===== src/rtl/eeprom_slave_pkg.sv =====
// Purpose: shared types and constants of the serial EEPROM slave front end
// Assumes: one system clock that oversamples the serial bus pins
// Notes: the design's named constants live here; counter steps and checks use literals
`default_nettype none
package eeprom_slave_pkg;
	// Device type nibbles of the select byte
	localparam logic [3:0] TYPE_ARRAY = 4'ha;
	localparam logic [3:0] TYPE_IDPAGE = 4'hb;
	// Bit counter value at the last bit of one byte
	localparam logic [3:0] LAST_BIT = 4'h7;
	// Byte positions in a write: select, two address bytes, then data
	localparam logic [1:0] IDX_SELECT = 2'h0;
	localparam logic [1:0] IDX_DATA = 2'h3;
	// Reset values
	localparam logic [7:0] BYTE_RST = 8'h00;
	localparam logic [3:0] CNT_RST = 4'h0;

	typedef enum logic [2:0] {
		S_STANDBY, S_RX, S_ACK_SET, S_ACK_HOLD, S_ACK_END,
		S_TX, S_RACK, S_TX_NEXT
	} state_t;

	// Pin levels that travel together through the synchroniser
	typedef struct packed {
		logic scl;
		logic sda;
		logic [2:0] cs;
		logic wp;
	} pins_t;

	localparam pins_t PINS_RST = '{scl: 1'b1, sda: 1'b1, cs: 3'h0, wp: 1'b0};

	typedef struct packed {
		pins_t meta;
		pins_t sync;
		logic scl_prev;
		logic sda_prev;
		state_t st;
		logic [3:0] bitcnt;
		logic [7:0] shreg;
		logic [1:0] bytecnt;
		logic rnw;
		logic ack;
		logic wr_pend;
		logic id_page;
		logic oe_n;
		logic sda_out;
		logic [7:0] rx_byte;
		logic rx_valid;
		logic [1:0] rx_index;
		logic rd_req;
		logic wr_start;
		logic active;
	} state_vec_t;
endpackage : eeprom_slave_pkg
`default_nettype wire


===== src/rtl/eeprom_slave.sv =====
// Purpose: two-wire serial slave front end of a serial EEPROM
// Assumes: clk_i far faster than the serial clock; pins are asynchronous
// Notes: resetn_i is the power-on reset; array and address logic sit outside
`default_nettype none
module eeprom_slave (
	input wire logic clk_i,
	input wire logic resetn_i,
	input wire logic scl_i,
	input wire logic sda_i,
	output logic sda_o,
	output logic sda_oe_n_o,
	input wire logic chip_select_input_high,
	input wire logic chip_select_input_mid,
	input wire logic chip_select_input_low,
	input wire logic write_protect_input,
	input wire logic write_busy_i,
	input wire logic [7:0] rd_data_i,
	output logic rd_req_o,
	output logic [7:0] rx_byte_o,
	output logic rx_valid_o,
	output logic [1:0] rx_index_o,
	output logic rnw_o,
	output logic id_page_o,
	output logic wr_start_o,
	output logic active_o
);
	eeprom_slave_pkg::state_vec_t q, d;
	eeprom_slave_pkg::pins_t pins;
	logic scl_rise, scl_fall, start_det, stop_det, cs_match;

	////////////////////////////////////////////////////////////////////
	// Pin sampling and bus events

	// Unconnected chip selects are pulled low outside, so a 0 here
	assign pins = '{scl: scl_i, sda: sda_i, wp: write_protect_input,
		cs: {chip_select_input_high, chip_select_input_mid,
		chip_select_input_low}};
	// Edges only from the second stage onward
	assign scl_rise = q.sync.scl & ~q.scl_prev;
	assign scl_fall = ~q.sync.scl & q.scl_prev;
	// Start/stop: data moves while clock stays high
	assign start_det = q.sync.scl & q.scl_prev & q.sda_prev & ~q.sync.sda;
	assign stop_det = q.sync.scl & q.scl_prev & ~q.sda_prev & q.sync.sda;
	// Chip select field sits in b3..b1, next to the bit now arriving
	assign cs_match = (q.shreg[2:0] == q.sync.cs);

	// Only the array and the identification page types are answered
	function automatic logic type_known(input logic [3:0] nib);
		return nib == eeprom_slave_pkg::TYPE_ARRAY ||
			nib == eeprom_slave_pkg::TYPE_IDPAGE;
	endfunction : type_known

	////////////////////////////////////////////////////////////////////
	// Next state

	always_comb begin
		d = q;
		d.meta = pins;
		d.sync = q.meta;
		d.scl_prev = q.sync.scl;
		d.sda_prev = q.sync.sda;
		d.rx_valid = 1'b0;
		d.rd_req = 1'b0;
		d.wr_start = 1'b0;
		d.sda_out = 1'b0;
		if (stop_det && q.st != eeprom_slave_pkg::S_STANDBY) begin
			// Stop right after a written data byte launches the write
			d.wr_start = q.wr_pend && q.st == eeprom_slave_pkg::S_RX;
			d.wr_pend = 1'b0;
			d.st = eeprom_slave_pkg::S_STANDBY;
			d.oe_n = 1'b1;
			d.active = 1'b0;
		end else if (start_det && !write_busy_i) begin
			// Busy write cycle hides every start
			d.st = eeprom_slave_pkg::S_RX;
			d.bitcnt = eeprom_slave_pkg::CNT_RST;
			d.bytecnt = eeprom_slave_pkg::IDX_SELECT;
			d.wr_pend = 1'b0;
			d.oe_n = 1'b1;
			d.active = 1'b1;
		end else begin
			unique case (q.st)
			eeprom_slave_pkg::S_STANDBY: begin
				d.oe_n = 1'b1;
				d.active = 1'b0;
			end
			eeprom_slave_pkg::S_RX: begin
				// Second edge of a new byte: no stop came after the ack
				if (scl_fall) begin
					d.wr_pend = 1'b0;
				end
				if (scl_rise) begin
					d.shreg = {q.shreg[6:0], q.sync.sda};
					d.bitcnt = q.bitcnt + 4'h1;
					if (q.bitcnt == eeprom_slave_pkg::LAST_BIT) begin
						d.st = eeprom_slave_pkg::S_ACK_SET;
						d.ack = 1'b1;
						if (q.bytecnt == eeprom_slave_pkg::IDX_SELECT) begin
							d.rnw = q.sync.sda;
							d.id_page = q.shreg[6:3] ==
								eeprom_slave_pkg::TYPE_IDPAGE;
							// Foreign device or type: let the bus go
							if (!cs_match || !type_known(q.shreg[6:3])) begin
								d.st = eeprom_slave_pkg::S_STANDBY;
								d.active = 1'b0;
							end
						end else begin
							d.rx_valid = 1'b1;
							d.rx_byte = {q.shreg[6:0], q.sync.sda};
							d.rx_index = q.bytecnt;
							// Protected data bytes are refused
							if (q.bytecnt == eeprom_slave_pkg::IDX_DATA &&
								q.sync.wp) begin
								d.ack = 1'b0;
							end
						end
					end
				end
			end
			eeprom_slave_pkg::S_ACK_SET: begin
				// Data may only move while the clock is low
				if (scl_fall) begin
					d.oe_n = ~q.ack;
					d.st = eeprom_slave_pkg::S_ACK_HOLD;
				end
			end
			eeprom_slave_pkg::S_ACK_HOLD: begin
				if (scl_rise) begin
					d.st = eeprom_slave_pkg::S_ACK_END;
				end
			end
			eeprom_slave_pkg::S_ACK_END: begin
				if (scl_fall) begin
					d.oe_n = 1'b1;
					d.bitcnt = eeprom_slave_pkg::CNT_RST;
					if (q.bytecnt != eeprom_slave_pkg::IDX_DATA) begin
						d.bytecnt = q.bytecnt + 2'h1;
					end
					// Only an accepted write data byte arms the write
					d.wr_pend = q.ack && !q.rnw &&
						q.bytecnt == eeprom_slave_pkg::IDX_DATA;
					if (q.rnw) begin
						d.st = eeprom_slave_pkg::S_TX;
						d.shreg = rd_data_i;
						d.rd_req = 1'b1;
						d.oe_n = rd_data_i[7];
					end else begin
						d.st = eeprom_slave_pkg::S_RX;
					end
				end
			end
			eeprom_slave_pkg::S_TX: begin
				if (scl_fall) begin
					d.bitcnt = q.bitcnt + 4'h1;
					if (q.bitcnt == eeprom_slave_pkg::LAST_BIT) begin
						d.oe_n = 1'b1;
						d.st = eeprom_slave_pkg::S_RACK;
					end else begin
						d.shreg = {q.shreg[6:0], 1'b0};
						d.oe_n = q.shreg[6];
					end
				end
			end
			eeprom_slave_pkg::S_RACK: begin
				// Master's answer sampled in the ninth clock
				if (scl_rise) begin
					d.st = q.sync.sda ? eeprom_slave_pkg::S_STANDBY
						: eeprom_slave_pkg::S_TX_NEXT;
					d.active = ~q.sync.sda;
				end
			end
			eeprom_slave_pkg::S_TX_NEXT: begin
				// Next byte loads on the fall after the master ack
				if (scl_fall) begin
					d.st = eeprom_slave_pkg::S_TX;
					d.bitcnt = eeprom_slave_pkg::CNT_RST;
					d.shreg = rd_data_i;
					d.rd_req = 1'b1;
					d.oe_n = rd_data_i[7];
				end
			end
			default: begin
				d.st = eeprom_slave_pkg::S_STANDBY;
				d.oe_n = 1'b1;
			end
			endcase
		end
	end

	////////////////////////////////////////////////////////////////////
	// State register; reset acts at once, also on power-down

	always_ff @(posedge clk_i or negedge resetn_i) begin
		if (!resetn_i) begin
			q <= '{meta: eeprom_slave_pkg::PINS_RST,
				sync: eeprom_slave_pkg::PINS_RST,
				scl_prev: 1'b1, sda_prev: 1'b1,
				st: eeprom_slave_pkg::S_STANDBY,
				bitcnt: eeprom_slave_pkg::CNT_RST,
				shreg: eeprom_slave_pkg::BYTE_RST,
				bytecnt: eeprom_slave_pkg::IDX_SELECT,
				rx_byte: eeprom_slave_pkg::BYTE_RST,
				rx_index: eeprom_slave_pkg::IDX_SELECT,
				oe_n: 1'b1, default: 1'b0};
		end else begin
			q <= d;
		end
	end

	// Every output comes straight from the state register
	assign sda_o = q.sda_out;
	assign sda_oe_n_o = q.oe_n;
	assign rd_req_o = q.rd_req;
	assign rx_byte_o = q.rx_byte;
	assign rx_valid_o = q.rx_valid;
	assign rx_index_o = q.rx_index;
	assign rnw_o = q.rnw;
	assign id_page_o = q.id_page;
	assign wr_start_o = q.wr_start;
	assign active_o = q.active;
endmodule : eeprom_slave
`default_nettype wire


===== config.mk =====
export PLATFORM = sky130hd
export DESIGN_NAME = eeprom_slave
export DESIGN_NICKNAME = d
export VERILOG_FILES = /design/src/rtl/eeprom_slave_pkg.sv /design/src/rtl/eeprom_slave.sv
export SDC_FILE = /design/constraint.sdc
export NUM_CORES = 1
export LEC_CHECK = 0
export BUFFER_PORTS_ARGS = -buffer_cell sky130_fd_sc_hd__buf_4
export CELL_PAD_IN_SITES_DETAIL_PLACEMENT = 0
export CELL_PAD_IN_SITES_GLOBAL_PLACEMENT = 1
export CORE_MARGIN = 1.5
export CORE_UTILIZATION = 30
export DETAILED_ROUTE_END_ITERATION = 8
export PLACE_DENSITY_LB_ADDON = 0.1
export REMOVE_ABC_BUFFERS = 1
export SETUP_SLACK_MARGIN = 0.5
export SYNTH_ARGS = -nofsm -noshare
export SYNTH_HDL_FRONTEND = slang
export SYNTH_SLANG_ARGS = --single-unit

===== constraint.sdc =====
create_clock -name clk_i -period 2 [get_ports clk_i]
set_input_delay 0.2 -clock clk_i [delete_from_list [all_inputs] [get_ports clk_i]]
set_output_delay 0.2 -clock clk_i [all_outputs]
set_load 0.005 [all_outputs]

# Word-level counts from Yosys, hierarchy flattened
# Cells that the tools add are included.
# totals
ff_bits	49
input_bits	17
output_inout_bits	18
word_cells	168
# op_classes
n_addsub	2
n_eq_ne	35
muxes	57
n_bitwise	15
n_reduce_logical	34
# op_table
operator	n
case mux 12 bit (4 select lines)	1
two-way mux 15 bit	3
two-way mux 3 bit	13
!= test 4 bit, second input constant	7
two-way mux 1 bit	25
AND reduction 6 bit	4
case mux 3 bit (7 select lines)	1
two-way mux 17 bit	1
two-way mux 8 bit	2
!= test 2 bit, second input constant	7
== test 3 bit, second input constant	4
!= test 4 x 2 -> 1 bit, second input constant	3
AND reduction 10 bit	1
AND reduction 5 bit	2
nonzero test 5 bit	2
!= test 3 bit, second input constant	3
AND reduction 9 bit	1
nonzero test 9 bit	1
== test 4 bit, second input constant	2
two-way mux 2 bit	4
two-way mux 4 bit	2
!= test 4 x 3 -> 1 bit, second input constant	2
inverter 1 bit	8
nonzero test 4 bit	2
23 further kinds	42

# Depth between registers and ports, before layout
# Gate-level depths: netlist of the first run.
# depth
ltp_word	11
depth_mapped	7
depth_no_buf	6

# Worst setup path before layout of the first run
# No wires, ideal clock.
# synth_path
path_kind	flip-flop to flip-flop
startpoint	register q, in the netlist d[38]
endpoint	register q, in the netlist rx_byte_o[1]
setup_time_ns	0.125
t_arrival_ns	1.605
t_required_ns	1.875
slack_ns	0.270
path_stages_with_launch	6
path_buffers	1
synth_period_minus_slack_ns	1.730
cell_sequence	dfstp_2 > and3b_1 > nand2_1 > nor3_1 > buf_4 > mux2_2
# synth_via
elab_chain_cells	6
word_cells_on_any_way	11
cone_classes	8 x bitwise; 3 x reduce/logical
# synth_rtl
item	line	text
from (decl)	eeprom_slave.sv:27	eeprom_slave_pkg::state_vec_t q, d;
from (signal assigned)	eeprom_slave.sv:195	q <= '{meta: eeprom_slave_pkg::PINS_RST,
AND 1 bit	eeprom_slave.sv:42, eeprom_slave.sv:43	
AND 1 bit (on tied branches) (2 in series)	eeprom_slave.sv:42, eeprom_slave.sv:43	
logical AND 1 bit (on tied branches)	eeprom_slave.sv:73, eeprom_slave.sv:66	
inverter 1 bit (no line)	-	
AND reduction 6 bit (no line) (*)	-	
# Every way passes the cells marked *; elsewhere a longest branch is shown, timed or not.
# A chain may end at the register's enable or synchronous reset.

# Worst setup path in the final report of the first run
# layout_path
startpoint	register q[38] in the netlist's numbering
endpoint	register q[35] in the netlist's numbering
# layout_via
elab_chain_cells	6
word_cells_on_any_way	23
cone_classes	9 x eq/ne; 2 x mux; 8 x bitwise; 4 x reduce/logical
# layout_rtl
item	line
AND 1 bit	eeprom_slave.sv:42, eeprom_slave.sv:43
AND 1 bit (on tied branches) (2 in series)	eeprom_slave.sv:43, eeprom_slave.sv:42
logical AND 1 bit (on tied branches)	eeprom_slave.sv:66, eeprom_slave.sv:73
nonzero test 9 bit (no line), or another cell as far along	-
AND reduction 10 bit (no line) or two-way mux 3 bit (tied branches)	-
# Parallel ways exist; a longest one is shown, timed or not.

==> flow_metrics.env, run 1 <==
export IMPL_p_per_area_mw_per_mm2=978
export IMPL_cts_inserted_buffers=5
export IMPL_endpoint_kind="flop"
export IMPL_grt_max_degree=50
export IMPL_slowest_delay_ns=0.57
export IMPL_synth_flop_cell="dfrtp_1"
export IMPL_routed_wl_um=6330
export IMPL_cp_top_family="compound AO/OA/AOI/OAI gates"
export IMPL_ys_ff_latch=49
export IMPL_vdd_drop_max_v=0.000419
export IMPL_drt_iter0_markers=119
export IMPL_met3_usage_pct=2.74
export IMPL_stdcell_area_mm2=0.00341
export IMPL_placed_area_mm2=0.00273
export IMPL_synth_edf_count=0
export IMPL_nets=320
export IMPL_synth_cells=232
export IMPL_die_h_um=92.3
export IMPL_final_cells=403
export IMPL_synth_seq_area_share_pct=51.7
export IMPL_max_slew_margin_rel_pct=58.3
export IMPL_worstMarginPinSlew_ns=0.625
export IMPL_grt_pass1_wl_um=9890
export IMPL_area_growth_syn_to_layout_pct=42.7
export IMPL_wl_per_cell_um=15.7
export IMPL_detail_route_antenna_nets=0
export IMPL_leakage_nw=1.54
export IMPL_overflow=0
export IMPL_numClockSinks=49
export IMPL_vias=1928
export IMPL_place_detailed_hpwl_um=4010
export IMPL_clkTransAtPathRegs_ns=0.10
export IMPL_clk_path_buf_depth=2
export IMPL_fp_dieW_um=92.3
export IMPL_crit_required_ns=2.23
export IMPL_ys_types=53
export IMPL_num_rows=32
export IMPL_drive_gt1_share_pct=45.2
export IMPL_via_per_inst=4.78
export IMPL_io_buffers=33
export IMPL_fin_crit_ns=1.79
export IMPL_grt_setup_unrepaired="true"
export IMPL_cts_tree="done"
export IMPL_outcome="completed"
export IMPL_cts_htree_levels=2
export IMPL_finalSetupViolCount=0
export IMPL_critPathSlowestCell="dfstp_2"
export IMPL_cp_common_cell="a21oi_1"
export IMPL_hp_start="rd_data_i[2]"
export IMPL_core_area_mm2=0.00773
export IMPL_ys_warn_count=0
export IMPL_final_util_pct=44.1
export IMPL_hold_violations=0
export IMPL_start_kind="flop"
export IMPL_hp_class="primary input to flop"
export IMPL_cts_root_buf="clkbuf_8"
export IMPL_grtUsageMet2_pct=25.1
export IMPL_drv_cap=0
export IMPL_critical_path_cell_chain="or3b_4, buf_4, a21oi_1, a211oi_1, a221o_1, a21oi_1"
export IMPL_synth_area_per_cell_um2=10.3
export IMPL_use_met1_pct=19.8
export IMPL_r2r_start="q[38]"
export IMPL_dp_cells=360
export IMPL_slew_viol_final=0
export IMPL_busiest_layer="met2"
export IMPL_crit_type="flop to flop"
export IMPL_clock_skew_final_ns=0.0119
export IMPL_ios=35
export IMPL_clock_latency_ns=0.30
export IMPL_worstSetupStartpoint="q[38]"
export IMPL_arrival_ns=2.03
export IMPL_gp_congestion=0.777
export IMPL_cp_max_fo=5
export IMPL_die_area_mm2=0.00851
export IMPL_drc_errors=0
export IMPL_nFillCells=751
export IMPL_clock_fmax_ghz=0.557
export IMPL_track_usage_pct=15.1
export IMPL_first_global_vias=1949
export IMPL_ys_async_sr_fraction_pct=100
export IMPL_synth_area_mm2=0.00239
export IMPL_drt_pass1_iter_count=4
export IMPL_initial_core_util_pct=30.9
export IMPL_grt_antenna_before_repair=0
export IMPL_critPathBufInv=1
export IMPL_antenna_cells=0
export IMPL_min_period_over_period_pct=89.7
export IMPL_hold_ws_ns=0.144
per-stage QoR:
step / setup TNS, ns / setup slack (ns) / power [mW]
floorplan: -2.26 / -0.226 / 1.94
global placement: 0 / 0.117 / 2.37
detailed placement: 0 / 0.166 / 2.34
CTS: 0 / 0.236 / 3.22
global route: 0 / 0.116 / 3.56
finish: 0 / 0.206 / 3.34
cells by family (layout without fill, tap and decap cells):
kind of cell,Yosys count,in the layout,share of synthesized area (%)
AND/OR/NAND/NOR,83,83,17.8
AO/OA/AOI/OAI,49,49,13.8
flip-flops,49,49,51.7
buffers and inverters,29,98,6.96
multiplexers,15,15,6.91
adder cells (fa/ha/maj),3,3,1.57
XOR/XNOR,3,3,1.10
other,1,1,0.157
metal layers:
| layer | vias up | part of all wire, % |
|---|---|---|
| met1 | 945 | 47 |
| met5 | - | 0 |
| li1 | 950 | - |
| met4 | 0 | 1.4 |
| met3 | 6 | 2.2 |
| met2 | 27 | 49 |
placed cells by master (no fill, tap or decap), drive strengths merged, types with 3 or more instances in the layout:
cell type	Yosys	layout
buf	18	74
a31oi	8	8
nand2	26	26
nand3	7	7
nand2b	6	6
dfstp	7	7
mux2i	3	3
nor3	4	4
clkbuf	2	7
a21oi	10	10
a22oi	4	4
inv	9	9
dlygate4sd3	0	7
nor4	4	4
o21ai	10	10
nor2	18	18
dfrtp	42	42
mux2	12	12
ha	3	3
synthesized netlist by cell type, types with 3 or more instances:
master / n / area [um2]
dfrtp_1: 42 / 1050
nand2_1: 26 / 97.6
nor2_1: 18 / 67.6
buf_4: 12 / 90.1
mux2_2: 12 / 135
a21oi_1: 10 / 50.1
inv_1: 9 / 33.8
a31oi_1: 8 / 50.1
o21ai_0: 8 / 40.0
dfstp_2: 7 / 184
nand3_1: 7 / 35.0
nand2b_1: 6 / 37.5
a22oi_1: 4 / 30.0
buf_2: 4 / 20.0
nor3_1: 4 / 20.0
nor4_1: 4 / 25.0
ha_1: 3 / 37.5
mux2i_1: 3 / 30.0
final timing paths:
check	slack (ns)	cells after the start	endpoint
max in group asynchronous	1.12	2	active_o
worst max register to register	0.21	6	q[35]
worst min-delay path	0.14	3	q[24]
min in group asynchronous	0.44	2	q[17]
worst max-delay path	0.21	6	q[35]
worst min register to register	0.35	0	d[38]
final cells by class:
type	instances	area (um2)	share of cell area, %
clock buffer	7	76.3	2.24
clock inverter	1	7.51	0.220
inverter	9	36.3	1.06
multi-input combinational	154	1230	36.1
sequential	49	1240	36.2
tap	102	128	3.74
timing repair buffer	81	694	20.4
flip-flops by register name (all words and copies together) (netlist names):
register / cells
d: 8
id_page_o: 1
rx_index_o: 2
active_o: 1
rnw_o: 1
sda_oe_n_o: 1
wr_start_o: 1
q: 24
rx_byte_o: 8
rd_req_o: 1
rx_valid_o: 1
tightest hold or removal path: cells and delay by family:
family	cells	cell delay [ns]
buffers and inverters	1	0.11
AOI/OAI and AO/OA	1	0.07
and+or+nand+nor	1	0.04
where the power goes:
group / internal [mW] / leakage (nW) / total (mW) / switching, mW
Sequential: 1.15 / 0.596 / 1.33 / 0.180
Combinational: 0.654 / 0.909 / 1.42 / 0.766
Clock: 0.248 / 0.0385 / 0.587 / 0.338
repair_timing:
item	4_1_cts	5_1_grt
gates cloned	1	1
buffers inserted	16	10
hold endpoints to repair	47	1
resized for setup	50	32
endpoints found under the setup margin	31	32
pin swaps	14	12
hold buffers	6	1
Power figures use the tool's default switching activity.
==> run 2, diff against run 1 <==
==> constraint.sdc (replaced) <==
create_clock -name clk_i -period 2 [get_ports clk_i]
set_input_delay 0 -clock clk_i [delete_from_list [all_inputs] [get_ports clk_i]]
set_output_delay 0 -clock clk_i [all_outputs]
set_load 0.005 [all_outputs]
==> flow_metrics.env, run 2 (synthesized netlist as in run 1, its figures left out) <==
export IMPL_outcome="completed"
export IMPL_swShare_pct=38.4
export IMPL_drc_errors=0
export IMPL_power_share_clock_pct=17.5
export IMPL_cp_max_fo=5
export IMPL_io_buffers=33
export IMPL_hold_violations=0
export IMPL_clock_skew_final_ns=0.0124
export IMPL_layout_cells_most_common="buf_4"
export IMPL_antenna_cells=0
export IMPL_grt_setup_unrepaired="true"
export IMPL_detail_route_antenna_nets=0
export IMPL_gp_congestion=0.777
export IMPL_start_kind="flop"
export IMPL_endpoint_kind="flop"
export IMPL_ios=35
export IMPL_final_util_pct=44.8
export IMPL_largest_reg_flops=24
export IMPL_slowest_delay_ns=0.57
export IMPL_initial_core_util_pct=30.9
export IMPL_drive_gt1_share_pct=44.4
export IMPL_track_usage_pct=15.2
export IMPL_path_depth=6
export IMPL_via_per_inst=4.79
export IMPL_endpoint="q[35]"
export IMPL_hp_class="primary input to flop"
export IMPL_numClockSinks=49
export IMPL_num_rows=32
export IMPL_power_switching_mw=1.28
export IMPL_placed_area_mm2=0.00273
export IMPL_p_per_area_mw_per_mm2=965
export IMPL_nets=325
export IMPL_slew_viol_final=0
export IMPL_drt_pass1_iter_count=4
export IMPL_top_register="q"
export IMPL_clk_path_buf_depth=2
export IMPL_critPathBufInv=1
export IMPL_r2r_cells=6
export IMPL_grt_max_degree=50
export IMPL_core_area_mm2=0.00773
export IMPL_finalSetupViolCount=0
export IMPL_fin_crit_ns=1.79
export IMPL_wl_per_cell_um=15.5
export IMPL_die_area_mm2=0.00851
export IMPL_area_growth_syn_to_layout_pct=44.8
export IMPL_min_period_over_period_pct=89.4
export IMPL_drv_cap=0
export IMPL_final_cells=408
export IMPL_arrival_ns=2.02
export IMPL_cts_tree="done"
export IMPL_clkTransAtPathRegs_ns=0.09
export IMPL_place_detailed_hpwl_um=4010
export IMPL_cp_common_cell="a21oi_1"
export IMPL_stdcell_area_mm2=0.00346
export IMPL_worstSetupStartpoint="q[38]"
export IMPL_fp_dieW_um=92.3
export IMPL_critical_path_cell_chain="or3b_4, buf_4, a21oi_1, a211oi_1, a221o_1, a21oi_1"
export IMPL_cts_inserted_buffers=5
export IMPL_seqPwrFrac_pct=39.7
export IMPL_leakage_nw=1.56
export IMPL_crit_required_ns=2.23
export IMPL_grt_antenna_before_repair=0
export IMPL_overflow=0
export IMPL_worstMarginPinSlew_ns=0.622
export IMPL_clock_fmax_ghz=0.559
export IMPL_crit_type="flop to flop"
export IMPL_first_global_vias=1966
export IMPL_cp_top_family="compound AO/OA/AOI/OAI gates"
export IMPL_vias=1954
export IMPL_drt_iter0_markers=108
export IMPL_die_h_um=92.3
export IMPL_rrSetupSlack_ns=0.21
export IMPL_cellInternalPower_mw=2.06
export IMPL_dp_cells=360
export IMPL_r2r_end="q[35]"
export IMPL_r2r_start="q[38]"
export IMPL_critPathSlowestCell="dfstp_2"
export IMPL_cts_root_buf="clkbuf_8"
export IMPL_hold_ws_ns=0.00795
export IMPL_cts_htree_levels=2
export IMPL_clock_latency_ns=0.30
export IMPL_routed_wl_um=6330
export IMPL_grt_pass1_wl_um=9960
export IMPL_final_cell_mix="buf_4 (58), dfrtp_1 (41), nand2_1 (23), buf_6 (15)"
export IMPL_vdd_drop_max_v=0.000419
export IMPL_max_slew_margin_rel_pct=58.5
export IMPL_comb_power_share_pct=42.7
-- run 2: routing by layer --
| layer | part of all wire [%] | wire length (um) | track usage [%] | vias to the layer above |
|---|---|---|---|---|
| li1 | - | - | - | 960 |
| met1 | 47 | 2970 | 20.0 | 953 |
| met2 | 49 | 3110 | 25.2 | 35 |
| met3 | 2.6 | 162 | 2.74 | 6 |
| met4 | 1.4 | 88 | 4.74 | 0 |
| met5 | 0 | 0 | 0 | - |
-- run 2: power by group through the flow --
stage	Sequential, mW	Combinational (mW)	Clock (mW)
after detailed placement	1.32	1.02	0
after CTS	1.32	1.30	0.605
after global routing	1.35	1.57	0.638
final	1.33	1.43	0.585
after floorplan	1.34	0.608	0
after global placement	1.32	1.05	0
-- run 2: worst min path at each step --
stage / slack, ns / startpoint / cells past startpoint / to
3_5_place_dp: 0.08 / resetn_i / 1 / q[34]
4_1_cts: 0.005 / rd_data_i[0] / 3 / q[22]
5_1_grt: 0.01 / rd_data_i[6] / 3 / q[28]
3_3_place_gp: 0.08 / resetn_i / 1 / q[17]
6_report: 0.008 / rd_data_i[0] / 3 / q[22]
2_1_floorplan: -0.30 / resetn_i / 0 / active_o
-- run 2: tightest hold or removal path, stage by stage --
cell     delay, ns
buf_4         0.09
a22oi_2       0.04
a21oi_1       0.13
-- run 2: final cells by class --
type / count / area, um2
Sequential cell: 49 / 1240
Multi-Input combinational cell: 154 / 1230
Timing Repair Buffer: 86 / 744
Clock inverter: 1 / 7.51
Fill cell: 747 / 4270
Inverter: 9 / 36.3
Tap cell: 102 / 128
Clock buffer: 7 / 76.3
-- run 2: metrics by stage --
step | TNS, ns | power (mW) | worst slack, ns
global route | 0 | 3.57 | 0.116
global placement | 0 | 2.37 | 0.117
finish | 0 | 3.34 | 0.212
CTS | 0 | 3.23 | 0.236
floorplan | -2.26 | 1.94 | -0.226
detailed placement | 0 | 2.34 | 0.166
-- run 2: what timing repair did --
| item | CTS | global route |
|---|---|---|
| hold buffers | 12 | 0 |
| buffers inserted | 16 | 10 |
| pin swaps | 14 | 12 |
| gates cloned | 1 | 1 |
| endpoints found under the hold margin | 53 | 0 |
| setup endpoints to repair | 31 | 32 |
| gates resized for setup | 50 | 32 |
